===== src/verilog/paof_pkg.sv =====
/*
  Shared constants for the port alternate-function override block:
  pin positions and the address-mask thresholds for port C.
  Assumes nothing beyond a SystemVerilog compiler.
*/
package paof_pkg;
  // ----------------------------------------
  // port b pin positions
  // ----------------------------------------
  localparam int PB_SEL = 0;
  localparam int PB_SCK = 1;
  localparam int PB_MOSI = 2;
  localparam int PB_MISO = 3;
  localparam int PB_OC0 = 4;
  localparam int PB_TIMER1_COMPARE_A_OUT = 5;
  localparam int PB_TIMER1_COMPARE_B_OUT = 6;
  localparam int PB_OC2 = 7;
  // ----------------------------------------
  // port d pin positions
  // ----------------------------------------
  localparam int PD_SCL = 0;
  localparam int PD_SDA = 1;
  localparam int PD_RXD = 2;
  localparam int PD_TXD = 3;
  localparam int PD_XCK = 5;
  localparam int PD_T1 = 6;
  localparam int PD_T2 = 7;
  // ----------------------------------------
  // port c: mask setting must be below this for pin i
  // ----------------------------------------
  localparam logic [7:0][2:0] PC_MASK_LIMIT = {3'h1, 3'h2, 3'h3, 3'h4, 3'h5, 3'h6, 3'h7, 3'h7};
  localparam logic [2:0] MASK_LEGACY = 3'h0;
  localparam logic RESET_LEGACY = 1'b1;
endpackage


===== src/verilog/paof_override.sv =====
/*
  Port alternate-function override: combines port register bits with
  peripheral override enables/values for ports b, c and d.
  Assumes port registers, peripherals and pad drivers lie outside;
  all inputs synchronous to clk_in. Pin outputs come from flip-flops.
*/
`timescale 1ns/1ps
module paof_override (
  input wire logic clk_in,
  input wire logic rst_n_in,
  input wire logic legacy_mode_clear_in,
  input wire logic legacy_mode_set_in,
  input wire logic global_pullup_disable_in,
  input wire logic [7:0] port_b_dir_in,
  input wire logic [7:0] port_b_out_in,
  input wire logic [7:0] port_b_pin_in,
  input wire logic serial_periph_enable_bit_in,
  input wire logic serial_master_select_in,
  input wire logic spi_master_out_in,
  input wire logic spi_slave_out_in,
  input wire logic spi_clock_out_in,
  input wire logic [3:0] compare_enable_in,
  input wire logic timer0_compare_out_in,
  input wire logic timer1_compare_a_out_in,
  input wire logic timer1_compare_b_out_in,
  input wire logic timer1_compare_c_out_in,
  input wire logic timer2_compare_out_in,
  input wire logic timer1_compare_c_sel_in,
  input wire logic [7:0] port_c_dir_in,
  input wire logic [7:0] port_c_out_in,
  input wire logic ext_mem_enable_in,
  input wire logic [2:0] ext_mem_addr_mask_in,
  input wire logic [7:0] ext_mem_addr_high_in,
  input wire logic [7:0] port_d_dir_in,
  input wire logic [7:0] port_d_out_in,
  input wire logic [7:0] port_d_pin_in,
  input wire logic usart1_sync_mode_in,
  input wire logic usart1_ext_clock_out_in,
  input wire logic usart1_tx_enable_in,
  input wire logic usart1_rx_enable_in,
  input wire logic usart1_transmit_pin_in,
  input wire logic twi_enable_in,
  input wire logic twi_sda_drive_low_in,
  input wire logic twi_scl_drive_low_in,
  output logic legacy_mode_out,
  output logic [7:0] port_b_oe_out,
  output logic [7:0] port_b_pad_out,
  output logic [7:0] port_b_pullup_out,
  output logic [7:0] port_c_oe_out,
  output logic [7:0] port_c_pad_out,
  output logic [7:0] port_c_pullup_out,
  output logic [7:0] port_d_oe_out,
  output logic [7:0] port_d_pad_out,
  output logic [7:0] port_d_pullup_out,
  output logic spi_master_in_out,
  output logic spi_slave_in_out,
  output logic spi_clock_in_out,
  output logic spi_slave_active_out,
  output logic timer1_count_input_out,
  output logic timer2_count_input_out,
  output logic usart1_ext_clock_in_out,
  output logic usart1_receive_pin_out,
  output logic twi_sda_in_out,
  output logic twi_scl_in_out
);
  // ----------------------------------------
  // override mixing
  // ----------------------------------------
  function automatic logic mix(input logic en, input logic ov, input logic base);
    mix = en ? ov : base;
  endfunction

  logic legacy_mode, next_legacy_mode;
  logic [7:0] b_oe, b_pad, b_pu, next_b_oe, next_b_pad, next_b_pu;
  logic [7:0] c_oe, c_pad, c_pu, next_c_oe, next_c_pad, next_c_pu;
  logic [7:0] d_oe, d_pad, d_pu, next_d_oe, next_d_pad, next_d_pu;
  logic [8:0] in_reg, next_in_reg;

  // ----------------------------------------
  // legacy compatibility mode
  // ----------------------------------------
  always_comb begin
    next_legacy_mode = legacy_mode;
    if (legacy_mode_set_in) begin
      next_legacy_mode = 1'b1;
    end else if (legacy_mode_clear_in) begin
      next_legacy_mode = 1'b0;
    end
  end

  // ----------------------------------------
  // port b: spi and compare outputs
  // ----------------------------------------
  logic spi_on, spi_master, spi_slave, pu_base_b;
  logic [7:0] pv_en, pv_val;
  always_comb begin
    spi_on = serial_periph_enable_bit_in;
    spi_master = spi_on & serial_master_select_in;
    spi_slave = spi_on & ~serial_master_select_in;
    next_b_oe = port_b_dir_in;
    next_b_pu = port_b_out_in & ~port_b_dir_in & {8{~global_pullup_disable_in}};
    pv_en = {compare_enable_in[3], compare_enable_in[2], compare_enable_in[1],
             compare_enable_in[0], 4'h0};
    pv_val = 8'h00;
    pv_val[paof_pkg::PB_OC0] = timer0_compare_out_in;
    pv_val[paof_pkg::PB_TIMER1_COMPARE_A_OUT] = timer1_compare_a_out_in;
    pv_val[paof_pkg::PB_TIMER1_COMPARE_B_OUT] = timer1_compare_b_out_in;
    // legacy mode: no compare c, pin belongs to timer2
    pv_val[paof_pkg::PB_OC2] = (timer1_compare_c_sel_in & ~legacy_mode) ?
                     timer1_compare_c_out_in : timer2_compare_out_in;
    // slave forces mosi, clock, select in; master forces miso in
    next_b_oe[paof_pkg::PB_MOSI] = mix(spi_slave, 1'b0,
                                       port_b_dir_in[paof_pkg::PB_MOSI]);
    next_b_oe[paof_pkg::PB_SCK] = mix(spi_slave, 1'b0,
                                      port_b_dir_in[paof_pkg::PB_SCK]);
    next_b_oe[paof_pkg::PB_SEL] = mix(spi_slave, 1'b0,
                                      port_b_dir_in[paof_pkg::PB_SEL]);
    next_b_oe[paof_pkg::PB_MISO] = mix(spi_master, 1'b0,
                                       port_b_dir_in[paof_pkg::PB_MISO]);
    for (int i = 0; i < 4; i++) begin
      pu_base_b = port_b_out_in[i] & ~global_pullup_disable_in;
      // forced input: pull-up from port bit and global disable
      if ((i == paof_pkg::PB_MISO) ? spi_master : spi_slave) begin
        next_b_pu[i] = pu_base_b;
      end
    end
    // spi outputs replace pin value, select pin never
    pv_en[paof_pkg::PB_MOSI] = spi_master;
    pv_val[paof_pkg::PB_MOSI] = spi_master_out_in;
    pv_en[paof_pkg::PB_SCK] = spi_master;
    pv_val[paof_pkg::PB_SCK] = spi_clock_out_in;
    pv_en[paof_pkg::PB_MISO] = spi_slave;
    pv_val[paof_pkg::PB_MISO] = spi_slave_out_in;
    for (int i = 0; i < 8; i++) begin
      // direction untouched on compare pins; value only
      next_b_pad[i] = mix(pv_en[i], pv_val[i], port_b_out_in[i]);
    end
  end

  // ----------------------------------------
  // port c: high address byte
  // ----------------------------------------
  logic [2:0] mask_eff;
  logic addr_en;
  always_comb begin
    mask_eff = legacy_mode ? paof_pkg::MASK_LEGACY : ext_mem_addr_mask_in;
    for (int i = 0; i < 8; i++) begin
      addr_en = ext_mem_enable_in & (mask_eff < paof_pkg::PC_MASK_LIMIT[i]);
      next_c_oe[i] = legacy_mode | mix(addr_en, 1'b1, port_c_dir_in[i]);
      next_c_pu[i] = mix(addr_en, 1'b0,
                         port_c_out_in[i] & ~next_c_oe[i] & ~global_pullup_disable_in);
      next_c_pad[i] = mix(addr_en, ext_mem_addr_high_in[i], port_c_out_in[i]);
    end
  end

  // ----------------------------------------
  // port d: usart1, two-wire, timer inputs
  // ----------------------------------------
  logic xck_on, tx_on, rx_on, tw_on;
  always_comb begin
    xck_on = usart1_sync_mode_in & ~legacy_mode;
    tx_on = usart1_tx_enable_in & ~legacy_mode;
    rx_on = usart1_rx_enable_in & ~legacy_mode;
    tw_on = twi_enable_in & ~legacy_mode;
    next_d_oe = port_d_dir_in;
    next_d_pad = port_d_out_in;
    next_d_pu = port_d_out_in & ~port_d_dir_in & {8{~global_pullup_disable_in}};
    // clock pin direction stays with its direction bit
    next_d_pad[paof_pkg::PD_XCK] = mix(xck_on, usart1_ext_clock_out_in,
                                       port_d_out_in[paof_pkg::PD_XCK]);
    next_d_oe[paof_pkg::PD_TXD] = mix(tx_on, 1'b1, port_d_dir_in[paof_pkg::PD_TXD]);
    next_d_pu[paof_pkg::PD_TXD] = mix(tx_on, 1'b0, next_d_pu[paof_pkg::PD_TXD]);
    next_d_pad[paof_pkg::PD_TXD] = mix(tx_on, usart1_transmit_pin_in,
                                       port_d_out_in[paof_pkg::PD_TXD]);
    next_d_oe[paof_pkg::PD_RXD] = mix(rx_on, 1'b0, port_d_dir_in[paof_pkg::PD_RXD]);
    next_d_pu[paof_pkg::PD_RXD] = mix(rx_on,
      port_d_out_in[paof_pkg::PD_RXD] & ~global_pullup_disable_in,
      next_d_pu[paof_pkg::PD_RXD]);
    // two-wire: open drain, pad value held low
    next_d_oe[paof_pkg::PD_SDA] = mix(tw_on, twi_sda_drive_low_in,
                                      port_d_dir_in[paof_pkg::PD_SDA]);
    next_d_pad[paof_pkg::PD_SDA] = mix(tw_on, 1'b0, port_d_out_in[paof_pkg::PD_SDA]);
    next_d_pu[paof_pkg::PD_SDA] = mix(tw_on,
      port_d_out_in[paof_pkg::PD_SDA] & ~global_pullup_disable_in,
      next_d_pu[paof_pkg::PD_SDA]);
    next_d_oe[paof_pkg::PD_SCL] = mix(tw_on, twi_scl_drive_low_in,
                                      port_d_dir_in[paof_pkg::PD_SCL]);
    next_d_pad[paof_pkg::PD_SCL] = mix(tw_on, 1'b0, port_d_out_in[paof_pkg::PD_SCL]);
    next_d_pu[paof_pkg::PD_SCL] = mix(tw_on,
      port_d_out_in[paof_pkg::PD_SCL] & ~global_pullup_disable_in,
      next_d_pu[paof_pkg::PD_SCL]);
  end

  // ----------------------------------------
  // peripheral inputs from pins
  // ----------------------------------------
  always_comb begin
    next_in_reg[0] = port_b_pin_in[paof_pkg::PB_MISO];
    next_in_reg[1] = port_b_pin_in[paof_pkg::PB_MOSI];
    next_in_reg[2] = port_b_pin_in[paof_pkg::PB_SCK];
    next_in_reg[3] = spi_slave & ~port_b_pin_in[paof_pkg::PB_SEL];
    next_in_reg[4] = port_d_pin_in[paof_pkg::PD_T1];
    next_in_reg[5] = port_d_pin_in[paof_pkg::PD_T2];
    next_in_reg[6] = xck_on & ~port_d_dir_in[paof_pkg::PD_XCK] &
                     port_d_pin_in[paof_pkg::PD_XCK];
    next_in_reg[7] = rx_on ? port_d_pin_in[paof_pkg::PD_RXD] : 1'b1;
    next_in_reg[8] = tw_on ? port_d_pin_in[paof_pkg::PD_SDA] & port_d_pin_in[paof_pkg::PD_SCL]
                           : 1'b1;
  end

  // ----------------------------------------
  // registers
  // ----------------------------------------
  always_ff @(posedge clk_in or negedge rst_n_in) begin
    if (!rst_n_in) begin
      legacy_mode <= paof_pkg::RESET_LEGACY;
      b_oe <= 8'h00;
      b_pad <= 8'h00;
      b_pu <= 8'h00;
      c_oe <= 8'hff;
      c_pad <= 8'h00;
      c_pu <= 8'h00;
      d_oe <= 8'h00;
      d_pad <= 8'h00;
      d_pu <= 8'h00;
      in_reg <= 9'h180;
    end else begin
      legacy_mode <= next_legacy_mode;
      b_oe <= next_b_oe;
      b_pad <= next_b_pad;
      b_pu <= next_b_pu;
      c_oe <= next_c_oe;
      c_pad <= next_c_pad;
      c_pu <= next_c_pu;
      d_oe <= next_d_oe;
      d_pad <= next_d_pad;
      d_pu <= next_d_pu;
      in_reg <= next_in_reg;
    end
  end

  assign legacy_mode_out = legacy_mode;
  assign port_b_oe_out = b_oe;
  assign port_b_pad_out = b_pad;
  assign port_b_pullup_out = b_pu;
  assign port_c_oe_out = c_oe;
  assign port_c_pad_out = c_pad;
  assign port_c_pullup_out = c_pu;
  assign port_d_oe_out = d_oe;
  assign port_d_pad_out = d_pad;
  assign port_d_pullup_out = d_pu;
  assign spi_master_in_out = in_reg[0];
  assign spi_slave_in_out = in_reg[1];
  assign spi_clock_in_out = in_reg[2];
  assign spi_slave_active_out = in_reg[3];
  assign timer1_count_input_out = in_reg[4];
  assign timer2_count_input_out = in_reg[5];
  assign usart1_ext_clock_in_out = in_reg[6];
  assign usart1_receive_pin_out = in_reg[7];
  assign twi_sda_in_out = in_reg[8];
  assign twi_scl_in_out = in_reg[8];
endmodule


===== config.mk =====
export PLATFORM = sky130hd
export DESIGN_NAME = paof_override
export DESIGN_NICKNAME = d
export VERILOG_FILES = /design/src/verilog/paof_pkg.sv /design/src/verilog/paof_override.sv
export SDC_FILE = /design/constraint.sdc
export NUM_CORES = 1
export LEC_CHECK = 0
export BUFFER_PORTS_ARGS = -buffer_cell sky130_fd_sc_hd__buf_2
export CAP_MARGIN = 10
export CORE_MARGIN = 5
export CORE_UTILIZATION = 44
export DETAILED_ROUTE_END_ITERATION = 8
export HOLD_SLACK_MARGIN = 0.12
export PLACE_DENSITY = 0.87
export SLEW_MARGIN = 40
export SYNTH_ARGS = -nofsm -noshare
export SYNTH_HDL_FRONTEND = slang
export SYNTH_SLANG_ARGS = --single-unit

===== constraint.sdc =====
create_clock -name clk_in -period 3.25 [get_ports clk_in]
set_input_delay 0.8125 -clock clk_in [delete_from_list [all_inputs] [get_ports clk_in]]
set_output_delay 0.8125 -clock clk_in [all_outputs]
set_load 0.03 [all_outputs]

==> flow_summary.ini, run 1 <==
[timing]
hold_viol_final = 0
fin_ws_ps = 1080
tns_ps = 0
fmax_mhz = 461
rsz0062_at_grt = no
min_period_ps = 2170
finalSetupViolCount = 0
fin_worst_skew_ps = 9.72
timing.hold.ws_ps = 504
drv_slew = 0
worst_pin_slew_ps = 717
post-route-period-util_pct = 66.7
slew_headroom_pct = 52.2

[layout]
largest_register_ffs = 9
diodes = 0
area_growth_pct = 42.5
layout-drive-gt1-share_pct = 58.7
design_area_sq_um = 4020
stdcell_count = 457
nNetsFinal = 480
final_core_utilization_pct = 64.1

[route]
routedWlPerCell_um = 15.9
drt.antenna.violating_nets = 0
drt_first_pass_iters = 4
routed_wirelength_um = 7270
drtIter0Drc = 54
drc = 0
vias_per_cell = 4.73
num_vias = 2161

[floorplan]
die_h_um = 90.1
pin_count = 187
die_area_sq_um = 8120
die_w_um = 90.1
core_sq_um = 6280
start_util_pct = 45.0
rows = 29

[place]
preCtsSetupSlack_ps = 1410
port_buffers = 180
placed_cells = 442
gp_congestion = 0.813
dpl_cell_area_sq_um = 3790
place_hpwl_um = 5540

[cts]
root_buffer = clkbuf_8
cts_made_buffers = 9
postCtsSetupBuffers = 0
clkSinkCount = 82
cts_resized = 0
htree_levels = 3
cts_hold_buffers = 0
clock_path_buffers = 2
clk_latency_ps = 330
clkTransAtPathRegs_ps = 80
cts_tree = yes

[critical_path]
cp.arrival_ps = 1360
cp.buffers_inverters = 1
path_max_fanout = 18
critPathRequiredTime_ps = 2440
start_kind = register
cp-end-kind = output port
rrSetupSlack_ps = 1740
cpPeakStageDelay_ps = 760
crit_chain = buf_2
slowest_stage = dfstp_2
crit_type = reg2out
cp_top_family = flip-flops

[synth]
synth_top_area_share_pct = 62.9
synth_cells = 191
async_flop_share_pct = 100
yosysMostFrequentCell = dfrtp_1
synth_common_cells = dfrtp_1, nor3b_1, mux2_2, dfstp_2
ys_ff_latch = 82
ys_top_cells_by_area = dfrtp_1, dfstp_2, mux2_2
synth_edf_count = 0
yosysWarningCount = 0
yosysSeqAreaShare_pct = 73.2
synth_area_per_cell_sq_um = 14.8
yosysUniqueCellTypes = 30
synth_ff_type = dfrtp_1
syn_area_sq_um = 2820
syn_nets = 295
yosysTopAreaCell = dfrtp_1

[power_and_ir_drop]
power_density_nw_per_um2 = 565
p_sw_share_pct = 25.1
p_seq_share_pct = 48.2
p_sw_uw = 571
pwr-share-comb_pct = 14.6
total_power_mw = 2.27
p_leak_nw = 2.11
ir_worst_vdd_mv = 0.378
clockPowerShare_pct = 37.2
internal_power_mw = 1.70

[global_route]
grtUsageTotal_pct = 18.0
grt_max_degree = 83
grt_pass1_vias = 2376
antenna_found_initial = 0
grt_overflow = 0
grt_pass1_wl_um = 11700

[min_path]
hold_class = in2async

[run_status]
status = complete, no violations

[run]
cap_viol_max_count = 0
[routing by layer]
metal | vias up | track usage [%] | routed length, um
met5 | - | 0 | 0
met4 | 0 | 5.96 | 112
met3 | 14 | 6.01 | 614
met2 | 100 | 31.2 | 3820
met1 | 1040 | 20.9 | 2720
li1 | 1007 | - | -
[power by group through the flow]
stage               Sequential (mW)  Combinational, mW  Clock, mW
finish                         1.10              0.333      0.845
global route                   1.10              0.359      0.915
CTS                            1.10              0.338      0.872
detailed placement             1.12              0.337          0
global placement               1.11              0.330          0
floorplan                      1.23             0.0682          0
[final timing paths]
check                                 start                   end  depth (start not counted)
max in group asynchronous          rst_n_in  port_c_pullup_out[6]                          1
max                         legacy_mode_out       legacy_mode_out                          1
min in group clk_in        port_d_pin_in[6]             in_reg[4]                          1
max reg2reg                 legacy_mode_out     port_c_pad_out[0]                          3
min reg2reg                 legacy_mode_out       legacy_mode_out                          1
min                                rst_n_in             in_reg[6]                          1
[layout make-up]
type                    instances  area [sq um]
multi-input cells              99           706
inverters                       4          15.0
repair buffers                180           907
fillers                       503          2260
flip-flops and latches         82          2070
well taps                      77          96.3
clock inverters                 5           104
clock buffers                  10           128
[logic make-up (layout without fill, tap and decap cells)]
logic type | after synthesis | after routing | share of synthesized area, %
AOI/OAI and AO/OA | 17 | 17 | 3.46
buffers and inverters | 10 | 199 | 1.82
DFF | 82 | 82 | 73.2
muxes | 17 | 17 | 6.74
and+or+nand+nor | 65 | 65 | 14.8
[layout by cell type, fill, tap and decap left out, types with 2 or more instances in the layout]
cell type and instances:
nor3b_2 3, o21ai_1 8, and2_1 8, bufinv_16 3, o21ai_0 2, a211o_1 2
a21oi_1 3, inv_1 4, nand2b_1 9, and3_1 2, and3b_1 2, clkbuf_8 9
dfstp_2 11, dfrtp_1 71, a21o_1 2, mux2_2 13, mux2_1 3, nand2_1 8
buf_2 179, nor2_1 9, nor3b_1 18
Note: power is estimated with default switching activity, not from simulation.
==> inputs of run 2 (changes only) <==
--- a/config.mk
+++ b/config.mk
@@ -5,13 +5,14 @@
 export SDC_FILE = /design/constraint.sdc
 export NUM_CORES = 1
 export LEC_CHECK = 0
+export ABC_AREA = 1
 export BUFFER_PORTS_ARGS = -buffer_cell sky130_fd_sc_hd__buf_2
 export CAP_MARGIN = 10
 export CORE_MARGIN = 5
-export CORE_UTILIZATION = 44
+export CORE_UTILIZATION = 37
 export DETAILED_ROUTE_END_ITERATION = 8
 export HOLD_SLACK_MARGIN = 0.12
-export PLACE_DENSITY = 0.87
+export PLACE_DENSITY = 0.78
 export SLEW_MARGIN = 40
 export SYNTH_ARGS = -nofsm -noshare
 export SYNTH_HDL_FRONTEND = slang
==> constraint.sdc (replaced) <==
create_clock -name clk_in -period 1.8 [get_ports clk_in]
set_input_delay 0.45 -clock clk_in [delete_from_list [all_inputs] [get_ports clk_in]]
set_output_delay 0.45 -clock clk_in [all_outputs]
set_load 0.03 [all_outputs]
==> run 2 against run 1 <==
- largest cell class unchanged
- hold slack got worse by 300 ps
- largest power group unchanged
- total power grew 75%
- first-iteration DRC count up 26%
==> flow_summary.ini, run 2 <==
[run_status]
status = complete, no violations

[global_route]
grtUsageTotal_pct = 15.9
grt_overflow = 0
grt_pass1_vias = 2597
grt_max_degree = 83
antenna_found_initial = 0
grt_pass1_wl_um = 12100

[route]
vias_per_cell = 4.36
drtIter0Drc = 68
drt_first_pass_iters = 4
drc = 0
routed_wirelength_um = 7420
num_vias = 2391
drt.antenna.violating_nets = 0
routedWlPerCell_um = 13.5

[critical_path]
slowest_stage = dfstp_2
critPathLaunch = legacy_mode_out
cp.buffers_inverters = 1
cp_top_family = flip-flops
ff2ff_path_depth = 5
rrSetupSlack_ps = 360
start_kind = register
critPathRequiredTime_ps = 1350
path_max_fanout = 6
cpPeakStageDelay_ps = 590
critPathCapture = legacy_mode_out
worst-path-stages = 1
cp.arrival_ps = 1140
cp-end-kind = output port
crit_chain = buf_2
worst_r2r_startpoint = legacy_mode_out
timing.rr.end = port_c_pullup_out[1]
crit_type = reg2out

[floorplan]
die_w_um = 97.6
die_h_um = 97.6
start_util_pct = 37.3
core_sq_um = 7610
rows = 32
die_area_sq_um = 9520
pin_count = 187

[layout]
area_growth_pct = 43.5
layout_commonest_cell = buf_2
final_cell_mix = buf_2, dfrtp_1, nand2_1
layout-drive-gt1-share_pct = 47.2
nNetsFinal = 546
diodes = 0
largest_register_ffs = 9

[timing]
rsz0062_at_grt = no
min_period_ps = 1590
worst_pin_slew_ps = 441
tns_ps = 0
finalSetupViolCount = 0
fin_worst_skew_ps = 7.18
drv_slew = 0
post-route-period-util_pct = 88.2
hold_viol_final = 0
slew_headroom_pct = 70.5
fmax_mhz = 630

[power_and_ir_drop]
ir_worst_vdd_mv = 0.472
clockPowerShare_pct = 34.5
p_sw_mw = 1.13
pwr-share-comb_pct = 15.9
p_sw_share_pct = 28.4
power_density_nw_per_um2 = 976
total_power_mw = 3.97
p_leak_nw = 2.29
p_seq_share_pct = 49.7
internal_power_mw = 2.84

[synth]
syn_area_sq_um = 2840
yosysUniqueCellTypes = 22
yosysMostFrequentCell = dfrtp_1
syn_nets = 358
synth_area_per_cell_sq_um = 11.2
ys_top_cells_by_area = dfrtp_1, dfstp_2, nand2_1
synth_ff_type = dfrtp_1
yosysTopAreaCell = dfrtp_1
synth_common_cells = dfrtp_1, nand2_1, nor2_1, nand3_1, inv_1
synth_top_area_share_pct = 62.6
yosysSeqAreaShare_pct = 72.8
ys_ff_latch = 82
synth_cells = 254
yosysWarningCount = 0
async_flop_share_pct = 100
synth_edf_count = 0

[cts]
clkSinkCount = 82
cts_made_buffers = 9
root_buffer = clkbuf_8
clkTransAtPathRegs_ps = 90
clock_path_buffers = 2
cts_tree = yes
cts_resized = 0
clk_latency_ps = 340
htree_levels = 3

[place]
place_hpwl_um = 5850
gp_congestion = 0.792
port_buffers = 180

[run]
cap_viol_max_count = 0

[min_path]
hold_class = in2reg
min_from = port_d_pin_in[6]
## run 2: power groups by stage
| stage | Clock [mW] | Sequential [mW] | Combinational [mW] |
|---|---|---|---|
| 5_1_grt | 1.51 | 1.98 | 0.686 |
| 3_3_place_gp | 0 | 2.00 | 0.624 |
| 6_report | 1.37 | 1.97 | 0.630 |
| 2_1_floorplan | 0 | 2.22 | 0.131 |
| 3_5_place_dp | 0 | 2.01 | 0.636 |
| 4_1_cts | 1.42 | 1.97 | 0.639 |
## run 2: worst min path at each step
stage,end,slack (ps),cells after the start
after global routing,in_reg[4],170,1
after detailed placement,in_reg[1],510,2
after floorplan,in_reg[0],150,0
after global placement,port_c_pad_out[6],500,2
final,in_reg[4],200,1
after CTS,in_reg[0],180,1
## run 2: metal layers
metal  vias to the layer above  global-route usage, %  wire length (um)
li1                       1166                      -                 -
met1                      1092                   17.0              2740
met2                       118                   27.7              3820
met3                        15                   6.39               713
met4                         0                   6.92               138
met5                         -                      0                 0
## run 2: area by class of cell
type                       count  area [sq um]
sequential                    82          2070
clock inverter                 6          75.1
fill                         689          3540
inverter                      22          82.6
tap                          102           128
timing repair buffer         183           941
multi-input combinational    144           641
clock buffer                  10           138
## run 2: cells by family (layout without fill, tap and decap cells)
| group | count (synthesis) | count (layout) | synth area share, % |
|---|---|---|---|
| AO/OA/AOI/OAI | 12 | 12 | 2.78 |
| AND/OR/NAND/NOR | 132 | 132 | 19.8 |
| flip-flops | 82 | 82 | 72.8 |
| buffers and inverters | 28 | 221 | 4.59 |
## run 2: metrics by stage
step	instances	util [%]	worst slack (ps)	instance area (sq um)	hold WS, ps
2_1_floorplan	254	-	498	2840	154
3_3_place_gp	532	50.6	443	3850	502
3_5_place_dp	532	50.6	381	3850	506
4_1_cts	549	53.5	186	4070	177
5_1_grt	549	53.5	163	4070	175
6_report	549	53.5	212	4070	204
## run 2: what timing repair did
item,CTS,global route
hold buffers,1,0
endpoints found under the hold margin,12,0
buffers inserted,0,0
==> inputs of run 3 (changes only) <==
--- a/config.mk
+++ b/config.mk
@@ -10,6 +10,7 @@
 export CAP_MARGIN = 10
 export CORE_MARGIN = 5
 export CORE_UTILIZATION = 37
+export CTS_BUF_LIST = sky130_fd_sc_hd__clkbuf_16
 export DETAILED_ROUTE_END_ITERATION = 8
 export HOLD_SLACK_MARGIN = 0.12
 export PLACE_DENSITY = 0.78
==> run 3 against run 2 <==
- via count shrank 0.67%
- critical path type unchanged
- sequential share of layout area shrank 0.99 points
- clock power increased by 33%
- flip-flop and latch count stayed put
==> flow_summary.ini, run 3 (synthesis gave the netlist of run 2 again) <==
[run_status]
status = complete, no violations

[floorplan]
start_util_pct = 37.3
rows = 32
core_sq_um = 7610
die_area_sq_um = 9520
die_h_um = 97.6
die_w_um = 97.6
pin_count = 187

[timing]
fmax_mhz = 634
fin_ws_ps = 222
post-route-period-util_pct = 87.6
fin_worst_skew_ps = 9.57
min_period_ps = 1580
worst_pin_slew_ps = 437
slew_headroom_pct = 70.8
tns_ps = 0
hold_viol_final = 0
finalSetupViolCount = 0
rsz0062_at_grt = no
drv_slew = 0

[global_route]
grtUsageTotal_pct = 15.8
grt_pass1_vias = 2581
grt_pass1_wl_um = 12100
antenna_found_initial = 0
grt_overflow = 0
grt_max_degree = 83

[critical_path]
start_kind = register
timing.rr.end = port_c_pad_out[6]
path_max_fanout = 6
cp-end-kind = output port
rrSetupSlack_ps = 340
cp.buffers_inverters = 1
worst_r2r_startpoint = legacy_mode_out
crit_type = reg2out
crit_chain = buf_2
cpPeakStageDelay_ps = 590
slowest_stage = dfstp_2
critPathRequiredTime_ps = 1350
cp_top_family = flip-flops
cp.arrival_ps = 1130
ff2ff_path_depth = 5

[layout]
final_cell_mix = buf_2, dfrtp_1, nand2_1
design_area_sq_um = 4150
diodes = 0
area_growth_pct = 46.4
layout-drive-gt1-share_pct = 47.1
layout_commonest_cell = buf_2
largest_register_ffs = 9
nNetsFinal = 545

[cts]
cts_resized = 0
cts_tree = yes
postCtsSetupBuffers = 0
clk_latency_ps = 320
cts_made_buffers = 9
htree_levels = 3
clkSinkCount = 82
clock_path_buffers = 2
root_buffer = clkbuf_16
clkTransAtPathRegs_ps = 70
cts_hold_buffers = 0

[route]
drtIter0Drc = 66
routed_wirelength_um = 7440
vias_per_cell = 4.33
drt_first_pass_iters = 4
drt.antenna.violating_nets = 0
routedWlPerCell_um = 13.6
drc = 0
num_vias = 2375

[power_and_ir_drop]
total_power_mw = 4.42
power_density_nw_per_um2 = 1060
p_leak_nw = 2.32
ir_worst_vdd_mv = 0.567

[place]
gp_congestion = 0.792
dpl_cell_area_sq_um = 3850
place_hpwl_um = 5850
port_buffers = 180
preCtsSetupSlack_ps = 381

[min_path]
hold_class = in2async

[run]
cap_viol_max_count = 0
==> run 3: changes by cell type in the layout (fill, tap and decap cells not counted), sizes merged <==
| cell | previous run | this run |
|---|---|---|
| dlygate4sd3 | 1 | 0 |
| clkbuf | 10 | 9 |
| clkinv | 3 | 4 |
==> run 3: worst max-delay path by stage <==
stage | depth (start not counted) | to | from | slack (ps)
finish | 1 | legacy_mode_out | legacy_mode_out | 220
global route | 1 | legacy_mode_out | legacy_mode_out | 200
CTS | 1 | legacy_mode_out | legacy_mode_out | 230
detailed placement | 5 | port_c_pad_out[6] | legacy_mode_out | 380
global placement | 5 | port_c_pad_out[6] | legacy_mode_out | 440
floorplan | 5 | port_b_pad_out[7] | legacy_mode_out | 500
==> run 3: final cells by class <==
cell class	instances	area, sq um
fillers	683	3460
flip-flops and latches	82	2070
repair buffers	182	931
multi-input cells	144	641
clock buffers	9	225
well taps	102	128
inverters	22	82.6
clock inverters	7	78.8
==> run 3: through the flow <==
step | hold slack, ps | utilization [%] | instances
2_1_floorplan | 154 | - | 254
3_3_place_gp | 502 | 50.6 | 532
3_5_place_dp | 506 | 50.6 | 532
4_1_cts | 156 | 54.6 | 548
5_1_grt | 176 | 54.6 | 548
6_report | 147 | 54.6 | 548
==> run 3: layer usage <==
metal	share of wire, %	GRT usage (%)	vias up
met2	52	27.9	111
li1	-	-	1165
met4	0.94	5.43	0
met3	8.8	6.32	8
met1	38	17.2	1091
met5	0	0	-
==> run 3: power by group <==
| group | internal (mW) | switching (mW) |
|---|---|---|
| registers | 1.95 | 0.0261 |
| clock network | 1.09 | 0.730 |
| logic | 0.198 | 0.430 |
| total | 3.23 | 1.19 |
